==> config.mk <==
export PLATFORM = sky130hd
export DESIGN_NAME = adcc_top
export DESIGN_NICKNAME = d
export VERILOG_FILES = /design/src/hdl/adcc_pkg.sv /design/src/hdl/adcc_top.sv
export SDC_FILE = /design/constraint.sdc
export NUM_CORES = 1
export LEC_CHECK = 0
export ABC_AREA = 1
export BUFFER_PORTS_ARGS = -buffer_cell sky130_fd_sc_hd__buf_2
export CORE_MARGIN = 4
export CORE_UTILIZATION = 53
export DETAILED_ROUTE_END_ITERATION = 6
export PLACE_DENSITY = 0.8
export SYNTH_ARGS = -nofsm -noshare
export SYNTH_HDL_FRONTEND = slang
export SYNTH_SLANG_ARGS = --single-unit
==> constraint.sdc <==
create_clock -name CLK -period 1.9 [get_ports CLK]
set_clock_uncertainty 0.2 [all_clocks]
set_input_delay 0.19 -clock CLK [delete_from_list [all_inputs] [get_ports CLK]]
set_output_delay 0.19 -clock CLK [all_outputs]
set_load 0.05 [all_outputs]
==> src/hdl/adcc_pkg.sv <==
`default_nettype none
package adcc_pkg;
   // Address byte layout
   localparam logic [4:0] DEV_TYPE_CODE  = 5'h0a;   // Arbitrary device type code
   localparam int         ADDR_DIR_BIT   = 0;
   // Command byte field positions
   localparam int         CMD_PAIRING    = 7;
   localparam int         CMD_CHAN_HI    = 6;
   localparam int         CMD_CHAN_LO    = 4;
   localparam int         CMD_REF_PWR    = 3;
   localparam int         CMD_CONV_PWR   = 2;
   localparam int         CMD_START_BIT  = 4;
   // Reset values
   localparam logic [7:0] RESULT_RST     = 8'h00;
   localparam logic [7:0] CMD_RST        = 8'h00;
   // Conversion timing
   localparam int         CLK_MHZ        = 100;
   // Outlasts a repeated START plus read address, so high-speed reads must stretch
   localparam int         CONV_TIME_NS   = 4000;
   localparam int         CONV_CYCLES    = (CONV_TIME_NS * CLK_MHZ + 999) / 1000;
   localparam logic [9:0] CONV_CNT_LOAD  = 10'(CONV_CYCLES);
endpackage
`default_nettype wire

==> src/hdl/adcc_top.sv <==
`default_nettype none
module adcc_top (
   input  wire  logic       CLK,
   input  wire  logic       RST_N,
   input  wire  logic       SCL_IN,
   output logic             SCL_OE,
   input  wire  logic       SDA_IN,
   output logic             SDA_OE,
   input  wire  logic       SELECT_PIN_HIGH,
   input  wire  logic       SELECT_PIN_LOW,
   input  wire  logic       HS_MODE_ENTER,
   input  wire  logic [7:0] SAMPLE_VALUE,
   output logic [2:0]       POS_INPUT,
   output logic             NEG_IS_COMMON,
   output logic [2:0]       NEG_INPUT,
   output logic             REF_ON,
   output logic             CONV_ON,
   output logic             HS_MODE,
   output logic [7:0]       CONVERSION_RESULT
);
   typedef enum logic [2:0] {ST_IDLE, ST_ADDR, ST_CMD, ST_TX, ST_STRETCH, ST_SKIP} adcc_state_e;

   // ----------------------------------------------------------------
   // Pin synchronisers
   // ----------------------------------------------------------------
   logic [1:0] scl_sync_ff, sda_sync_ff, sel_sync_ff, hs_sync_ff, lo_sync_ff;
   logic       scl_d_ff, sda_d_ff;
   always_ff @(posedge CLK or negedge RST_N) begin
      if (!RST_N) begin
         scl_sync_ff <= 2'h3;
         sda_sync_ff <= 2'h3;
         sel_sync_ff <= 2'h0;
         hs_sync_ff  <= 2'h0;
         lo_sync_ff  <= 2'h0;
         scl_d_ff    <= 1'b1;
         sda_d_ff    <= 1'b1;
      end else begin
         scl_sync_ff <= {scl_sync_ff[0], SCL_IN};
         sda_sync_ff <= {sda_sync_ff[0], SDA_IN};
         sel_sync_ff <= {sel_sync_ff[0], SELECT_PIN_HIGH ^ 1'b0};
         hs_sync_ff  <= {hs_sync_ff[0], HS_MODE_ENTER};
         lo_sync_ff  <= {lo_sync_ff[0], SELECT_PIN_LOW};
         scl_d_ff    <= scl_sync_ff[1];
         sda_d_ff    <= sda_sync_ff[1];
      end
   end
   logic scl, sda, scl_rise, scl_fall, start_c, stop_c;
   assign scl      = scl_sync_ff[1];
   assign sda      = sda_sync_ff[1];
   assign scl_rise = scl & ~scl_d_ff;
   assign scl_fall = ~scl & scl_d_ff;
   assign start_c  = scl & scl_d_ff & sda_d_ff & ~sda;
   assign stop_c   = scl & scl_d_ff & ~sda_d_ff & sda;

   // Device select pins are taken once after reset release
   logic [1:0] dev_sel_ff, nxt_dev_sel;
   logic       sel_taken_ff, nxt_sel_taken;
   logic [3:0] sel_wait_ff, nxt_sel_wait;

   // ----------------------------------------------------------------
   // Protocol state
   // ----------------------------------------------------------------
   adcc_state_e state_ff, nxt_state;
   logic [3:0]  bit_cnt_ff, nxt_bit_cnt;
   logic [7:0]  shift_ff, nxt_shift;
   logic        sda_oe_ff, nxt_sda_oe;
   logic        scl_oe_ff, nxt_scl_oe;
   logic [7:0]  cmd_ff, nxt_cmd;
   logic        ref_on_ff, nxt_ref_on;
   logic        ref_pend_ff, nxt_ref_pend;
   logic        conv_on_ff, nxt_conv_on;
   logic        hs_ff, nxt_hs;
   logic        busy_ff, nxt_busy;
   logic [9:0]  conv_cnt_ff, nxt_conv_cnt;
   logic [7:0]  result_ff, nxt_result;
   logic [7:0]  tx_ff, nxt_tx;
   logic        addr_rd;

   function automatic logic [6:0] own_addr(input logic [1:0] sel);
      return {adcc_pkg::DEV_TYPE_CODE, sel};
   endfunction

   always_comb begin
      nxt_state     = state_ff;
      nxt_bit_cnt   = bit_cnt_ff;
      nxt_shift     = shift_ff;
      nxt_sda_oe    = sda_oe_ff;
      nxt_scl_oe    = scl_oe_ff;
      nxt_cmd       = cmd_ff;
      nxt_ref_on    = ref_on_ff;
      nxt_ref_pend  = ref_pend_ff;
      nxt_conv_on   = conv_on_ff;
      nxt_hs        = hs_ff | hs_sync_ff[1];
      nxt_busy      = busy_ff;
      nxt_conv_cnt  = conv_cnt_ff;
      nxt_result    = result_ff;
      nxt_tx        = tx_ff;
      nxt_sel_wait  = sel_wait_ff;
      nxt_sel_taken = sel_taken_ff;
      nxt_dev_sel   = dev_sel_ff;
      addr_rd       = shift_ff[adcc_pkg::ADDR_DIR_BIT];
      if (!sel_taken_ff) begin
         nxt_sel_wait = sel_wait_ff + 4'h1;
         if (sel_wait_ff == 4'hf) begin
            nxt_sel_taken = 1'b1;
            nxt_dev_sel   = {sel_sync_ff[1], lo_sync_ff[1]};
         end
      end
      // Conversion engine
      if (busy_ff) begin
         if (conv_cnt_ff == 10'h001) begin
            nxt_busy   = 1'b0;
            nxt_result = SAMPLE_VALUE;
         end
         nxt_conv_cnt = conv_cnt_ff - 10'h001;
      end
      if (start_c || stop_c) begin
         // Pending reference turn-on takes effect at STOP or repeated START
         if (ref_pend_ff) begin
            nxt_ref_on   = 1'b1;
            nxt_ref_pend = 1'b0;
         end
         if (stop_c) nxt_hs = 1'b0;
         nxt_state   = start_c ? ST_ADDR : ST_IDLE;
         nxt_bit_cnt = 4'h0;
         nxt_sda_oe  = 1'b0;
         nxt_scl_oe  = 1'b0;
      end else begin
         unique case (state_ff)
            ST_IDLE, ST_SKIP: ;
            ST_STRETCH: begin
               // Hold clock low until the sample lands
               // Data bit leads the clock release by one cycle
               if (!busy_ff && !nxt_busy) begin
                  nxt_tx     = result_ff;
                  nxt_sda_oe = ~result_ff[7];
                  nxt_state  = ST_TX;
               end
            end
            ST_ADDR, ST_CMD: begin
               if (scl_rise && bit_cnt_ff < 4'h8) begin
                  nxt_shift   = {shift_ff[6:0], sda};
                  nxt_bit_cnt = bit_cnt_ff + 4'h1;
                  if (state_ff == ST_CMD && bit_cnt_ff ==
                      4'(7 - adcc_pkg::CMD_START_BIT)) begin
                     nxt_conv_on  = 1'b1;
                     nxt_busy     = 1'b1;
                     nxt_conv_cnt = adcc_pkg::CONV_CNT_LOAD;
                     nxt_cmd      = {shift_ff[2:0], sda, cmd_ff[3:0]};
                  end
               end else if (scl_fall && bit_cnt_ff == 4'h8) begin
                  if (state_ff == ST_CMD) begin
                     nxt_sda_oe = 1'b1;
                     nxt_cmd    = shift_ff;
                     if (shift_ff[adcc_pkg::CMD_REF_PWR]) begin
                        if (!ref_on_ff) nxt_ref_pend = 1'b1;
                     end else begin
                        nxt_ref_on   = 1'b0;
                        nxt_ref_pend = 1'b0;
                     end
                     nxt_conv_on = shift_ff[adcc_pkg::CMD_CONV_PWR];
                  end else if (shift_ff[7:1] == own_addr(dev_sel_ff)) begin
                     nxt_sda_oe = 1'b1;
                  end else begin
                     nxt_state = ST_SKIP;
                  end
                  nxt_bit_cnt = 4'h9;
               end else if (scl_fall && bit_cnt_ff == 4'h9) begin
                  nxt_sda_oe  = 1'b0;
                  nxt_bit_cnt = 4'h0;
                  if (state_ff == ST_ADDR && addr_rd) begin
                     nxt_tx = result_ff;
                     if (hs_ff && busy_ff) begin
                        nxt_scl_oe = 1'b1;
                        nxt_state  = ST_STRETCH;
                     end else begin
                        nxt_state  = ST_TX;
                        nxt_sda_oe = ~result_ff[7];
                     end
                  end else begin
                     nxt_state = ST_CMD;
                  end
               end
            end
            ST_TX: begin
               nxt_scl_oe = 1'b0;
               if (scl_fall) begin
                  nxt_bit_cnt = bit_cnt_ff + 4'h1;
                  if (bit_cnt_ff < 4'h7) begin
                     nxt_tx     = {tx_ff[6:0], 1'b0};
                     nxt_sda_oe = ~tx_ff[6];
                  end else if (bit_cnt_ff == 4'h7) begin
                     nxt_sda_oe = 1'b0;
                  end else begin
                     // One byte only; master acks or not, further reads skipped
                     nxt_state = ST_SKIP;
                  end
               end
            end
            default: nxt_state = ST_IDLE;
         endcase
      end
   end

   always_ff @(posedge CLK or negedge RST_N) begin
      if (!RST_N) begin
         state_ff     <= ST_IDLE;
         bit_cnt_ff   <= 4'h0;
         shift_ff     <= 8'h00;
         sda_oe_ff    <= 1'b0;
         scl_oe_ff    <= 1'b0;
         cmd_ff       <= adcc_pkg::CMD_RST;
         ref_on_ff    <= 1'b0;
         ref_pend_ff  <= 1'b0;
         conv_on_ff   <= 1'b0;
         hs_ff        <= 1'b0;
         busy_ff      <= 1'b0;
         conv_cnt_ff  <= 10'h000;
         result_ff    <= adcc_pkg::RESULT_RST;
         tx_ff        <= 8'h00;
         sel_wait_ff  <= 4'h0;
         sel_taken_ff <= 1'b0;
         dev_sel_ff   <= 2'h0;
      end else begin
         state_ff     <= nxt_state;
         bit_cnt_ff   <= nxt_bit_cnt;
         shift_ff     <= nxt_shift;
         sda_oe_ff    <= nxt_sda_oe;
         scl_oe_ff    <= nxt_scl_oe;
         cmd_ff       <= nxt_cmd;
         ref_on_ff    <= nxt_ref_on;
         ref_pend_ff  <= nxt_ref_pend;
         conv_on_ff   <= nxt_conv_on;
         hs_ff        <= nxt_hs;
         busy_ff      <= nxt_busy;
         conv_cnt_ff  <= nxt_conv_cnt;
         result_ff    <= nxt_result;
         tx_ff        <= nxt_tx;
         sel_wait_ff  <= nxt_sel_wait;
         sel_taken_ff <= nxt_sel_taken;
         dev_sel_ff   <= nxt_dev_sel;
      end
   end

   // ----------------------------------------------------------------
   // Input routing
   // ----------------------------------------------------------------
   logic [2:0] pos_ff, nxt_pos, neg_ff, nxt_neg;
   logic       com_ff, nxt_com;
   logic [2:0] chan;
   always_comb begin
      chan    = cmd_ff[adcc_pkg::CMD_CHAN_HI:adcc_pkg::CMD_CHAN_LO];
      nxt_com = cmd_ff[adcc_pkg::CMD_PAIRING];
      if (!cmd_ff[adcc_pkg::CMD_PAIRING]) begin
         nxt_pos = {chan[1:0], chan[2]};
         nxt_neg = {chan[1:0], ~chan[2]};
      end else begin
         nxt_pos = {chan[1:0], chan[2]};
         nxt_neg = 3'h0;
      end
   end
   always_ff @(posedge CLK or negedge RST_N) begin
      if (!RST_N) begin
         pos_ff <= 3'h0;
         neg_ff <= 3'h1;
         com_ff <= 1'b0;
      end else begin
         pos_ff <= nxt_pos;
         neg_ff <= nxt_neg;
         com_ff <= nxt_com;
      end
   end

   assign SCL_OE            = scl_oe_ff;
   assign SDA_OE            = sda_oe_ff;
   assign POS_INPUT         = pos_ff;
   assign NEG_INPUT         = neg_ff;
   assign NEG_IS_COMMON     = com_ff;
   assign REF_ON            = ref_on_ff;
   assign CONV_ON           = conv_on_ff;
   assign HS_MODE           = hs_ff;
   assign CONVERSION_RESULT = result_ff;

   // ----------------------------------------------------------------
   // Checks
   // ----------------------------------------------------------------
   a_ref_reset_off: assert property (@(posedge CLK) $rose(RST_N) |-> !ref_on_ff)
      else $error("reference on after reset");
   a_stop_hs_exit: assert property (@(posedge CLK) disable iff (!RST_N)
      stop_c |=> !hs_ff) else $error("high-speed kept after stop");
   a_ref_off_cmd: assert property (@(posedge CLK) disable iff (!RST_N)
      (state_ff == ST_CMD && scl_fall && bit_cnt_ff == 4'h8 && !start_c && !stop_c &&
       !shift_ff[3]) |=> !ref_on_ff) else $error("reference not turned off");
   a_ref_wait_cond: assert property (@(posedge CLK) disable iff (!RST_N)
      $rose(ref_on_ff) |-> $past(start_c) || $past(stop_c))
      else $error("reference on without stop or start");
   a_conv_start: assert property (@(posedge CLK) disable iff (!RST_N)
      (state_ff == ST_CMD && scl_rise && bit_cnt_ff == 4'h3 && !start_c && !stop_c)
      |=> busy_ff && conv_on_ff) else $error("conversion not started");
   a_stretch_hold: assert property (@(posedge CLK) disable iff (!RST_N)
      (state_ff == ST_STRETCH && busy_ff) |-> scl_oe_ff)
      else $error("clock released during conversion");
   a_result_hold: assert property (@(posedge CLK) disable iff (!RST_N)
      !(busy_ff && conv_cnt_ff == 10'h001) |=> $stable(result_ff))
      else $error("result changed without conversion");
   a_cmd_ack: assert property (@(posedge CLK) disable iff (!RST_N)
      (state_ff == ST_CMD && scl_fall && bit_cnt_ff == 4'h8 && !start_c && !stop_c)
      |=> sda_oe_ff) else $error("command not acknowledged");
   a_route_diff: assert property (@(posedge CLK) disable iff (!RST_N)
      !cmd_ff[7] |=> (pos_ff[0] != neg_ff[0])) else $error("pair polarity wrong");
endmodule
`default_nettype wire

==> summary.txt <==
Die
  • Top-Level Pins: 35
  • Initial Utilization: between 50 and 60%
  • Core Box Area: ~6800 sq um
  • Die Wd: a little over 90 microns
  • Chip height: 91.5 microns
  • Row cnt: 30
  • Die Footprint: 8380 sq um

Synth
  • FFs w/ async S/R, synth: between 90% and 100%
  • Yosys reg bits: 77
  • Synth Net Count: roughly 480
  • Mapped Cells: about 450
  • Unique masters post-synth: 35
  • Ys flop type: dfrtp_1
  • Synth warn: 0
  • Mapped Area: between 3000 and 4000 sq um
  • Syn avg cell area: approximately 8 sq um
  • Register area share after synthesis: between 50% and 60%
  • EDFF count, synth: 0

GRT
  • Antenna violations before repair: 0
  • GR Overflow Total: 0
  • Pin count of the biggest net entering global routing: 37
  • First-pass GRT wire length: between 10000 and 15000 microns
  • All-Layer GR Usage: 21.0%
  • Vias in the first global route: ~3100

Pwr
  • Leakage power figure: 2.44 nW
  • Pwr Density: approximately 1300 nW/um^2
  • Worst vdd ir: just under 0.7 mV

Detailed routing
  • Via/cell ratio: roughly 5.0
  • Post-route ant nets: 0
  • Routed Wire Length: 8310 microns
  • Number of vias in the routed layout: 3276
  • DRC: 0
  • DR iter-0 viols: roughly 370
  • Drt first pass iters: 5
  • Drt wl/cell: 12.8 microns

Place
  • DP HPWL: between 5000 and 6000 microns
  • Placed cells: around 600
  • DP Area: approximately 4200 sq um
  • GP Congestion: between 0.9 and 1
  • IO Port Bufs: 34

Clocking
  • Clock slew at reported path FFs: approximately 0.08 ns
  • Clock sinks: 77
  • Bufs on Longest Clock Path: 2
  • CTS tree: yes
  • Root Buffer: clkbuf_8
  • CTS HTree Levels: 3
  • Clock latency on the worst-skew pair: roughly 0.35 ns
  • Cts bufs inserted: 9

Timing
  • RSZ-0062 raised after global routing: true
  • Final hold vios: 0
  • Pins Over Slew Limit: 0
  • Fin crit share: 97.8%
  • Setup TNS: 0 ns
  • Min cycle time layout: ~1.9 ns
  • Number of setup violations in the final report: 0
  • Hold slack: between 0.1 and 0.15 ns
  • Slew HR: ~70%
  • Worst slew pin tran: roughly 0.45 ns
  • F_max: around 0.54 GHz

Setup path
  • RR Endpoint: tx_ff[1]
  • Crit-path max cell delay: roughly 0.54 ns
  • Critical path launch point type: flip-flop
  • R2R Setup Slk: ~0.043 ns
  • Worst Setup End Kind: flip-flop
  • Worst-path maximum fanout: 7
  • Critical path type: reg -> reg
  • Reg2reg start: scl_d_ff
  • Crit path DAT: ~1.9 ns
  • Worst Reg-to-Reg Cells: 8
  • CP cell instances: inv_2 -> nor2_4 -> nand3_4 -> or2_4 -> o21ai_4 -> nand2_4 -> nand2_2 -> nand2_1
  • WP data required: 1.94 ns
  • Slowest stage cell, crit path: dfstp_2

Cells and area
  • Share of layout cells above drive strength 1: a little over a quarter
  • Layout fillers: 525
  • Utilization after layout: 70.3%
  • Diodes inserted: 0
  • Layout overhead on the synthesized area: 29.2%
  • Design Area, Final: around 4800 sq um
  • Commonest non-fill, non-tap cell in the layout: nand2_1
  • Seq. cell area: 1940 sq um
  • Post-route insts no fill: 650
  • Area of the multi-input gates: around 1700 sq um
  • Most frequent cells in the layout: nand2_1, dfrtp_1, inv_1
  • Layout Nets: 570

Hold path
  • Worst hold path class: in -> async

Run status
  • Status: finished, final reports clean

Flow run
  • MaxCap Viol Count: 0
## flip-flops by register name, indices dropped and copies added, names as in the netlist, 4 cells and up
register / cells
CONVERSION_RESULT: 8
bit_cnt_ff: 4
cmd_ff: 4
conv_cnt_ff: 10
sel_wait_ff: 4
shift_ff: 8
tx_ff: 7
## cell families after synthesis
kind of cell / count (synthesis) / share of synthesized area, %
flip-flops: 77 / 52.3
buffers and inverters: 57 / 5.95
adder cells (fa/ha/maj): 6 / 2.03
AND/OR/NAND/NOR: 252 / 29.6
XOR/XNOR: 10 / 2.37
AO/OA/AOI/OAI: 52 / 7.75
## Yosys cell counts (4+ instances only)
master   count  share of area, %
buf_2        5              0.68
nand2_1    148                15
inv_1       44               4.5
a21oi_1     15               2.0
xor2_1       6               1.4
nor2_1      39               4.0
inv_2        5              0.51
nand3_1     42               5.7
dfstp_2      7               5.0
dfrtp_1     70                47
xnor2_1      4              0.95
o21ai_1      6              0.81
ha_1         6               2.0
nor2_2       5              0.85
nand4_1      5              0.85
o21ai_0     23               3.1
## layout make-up
cell class / count / share of cell area [%]
clock buffers: 12 / 3.25
clock inverters: 4 / 1.15
inverters: 50 / 3.93
multi-input cells: 321 / 35.1
flip-flops and latches: 77 / 40.6
well taps: 96 / 2.51
repair buffers: 90 / 13.5
## worst max-delay path, delay by kind of cell (launching register included)
kind | cells | cell delay (ns)
simple gates | 6 | 0.76
flops | 1 | 0.54
compound gates | 1 | 0.20
buf+inv | 1 | 0.05
## routing by layer
| layer | track usage [%] | wire length (microns) | part of all wire (%) | up-vias |
|---|---|---|---|---|
| met5 | 0 | 0 | 0 | - |
| met4 | 9.05 | 187 | 2.2 | 0 |
| met3 | 3.31 | 408 | 4.9 | 22 |
| met2 | 32.2 | 3890 | 47 | 102 |
| met1 | 29.5 | 3830 | 46 | 1516 |
| li1 | - | - | - | 1636 |
## through the flow
stage	setup WS (ns)	total power [W]
final	0.0427	0.00620
after detailed placement	-0.0623	0.00462
after global placement	-0.0262	0.00456
after CTS	0.0172	0.00601
after floorplan	0.131	0.00399
after global routing	-0.0877	0.00666
## what timing repair did
action                                  4_1_cts  5_1_grt
endpoints found under the setup margin       14       23
endpoints found under the hold margin        66        0
hold buffers                                 14        0
buffers inserted                              4        9
resized for setup                             5       39
gates cloned                                  0        1
pin swaps                                     6       16
## where the power goes
group          total [W]  switching (W)  internal [W]
logic            0.00258        0.00168      0.000902
clock network    0.00128       0.000594      0.000686
registers        0.00233       0.000285       0.00205
total            0.00620        0.00256       0.00364
## worst max-delay path by stage
stage	startpoint	endpoint	slack, ns	depth (start not counted)
after floorplan	scl_d_ff	tx_ff[0]	0.13	8
after global placement	scl_d_ff	state_ff[0]	-0.03	10
final	scl_d_ff	tx_ff[1]	0.04	8
after detailed placement	sda_sync_ff[1]	tx_ff[4]	-0.06	9
after global routing	bit_cnt_ff[1]	state_ff[0]	-0.09	11
after CTS	scl_d_ff	tx_ff[0]	0.02	8
Note: power is estimated with default switching activity, not from simulation.
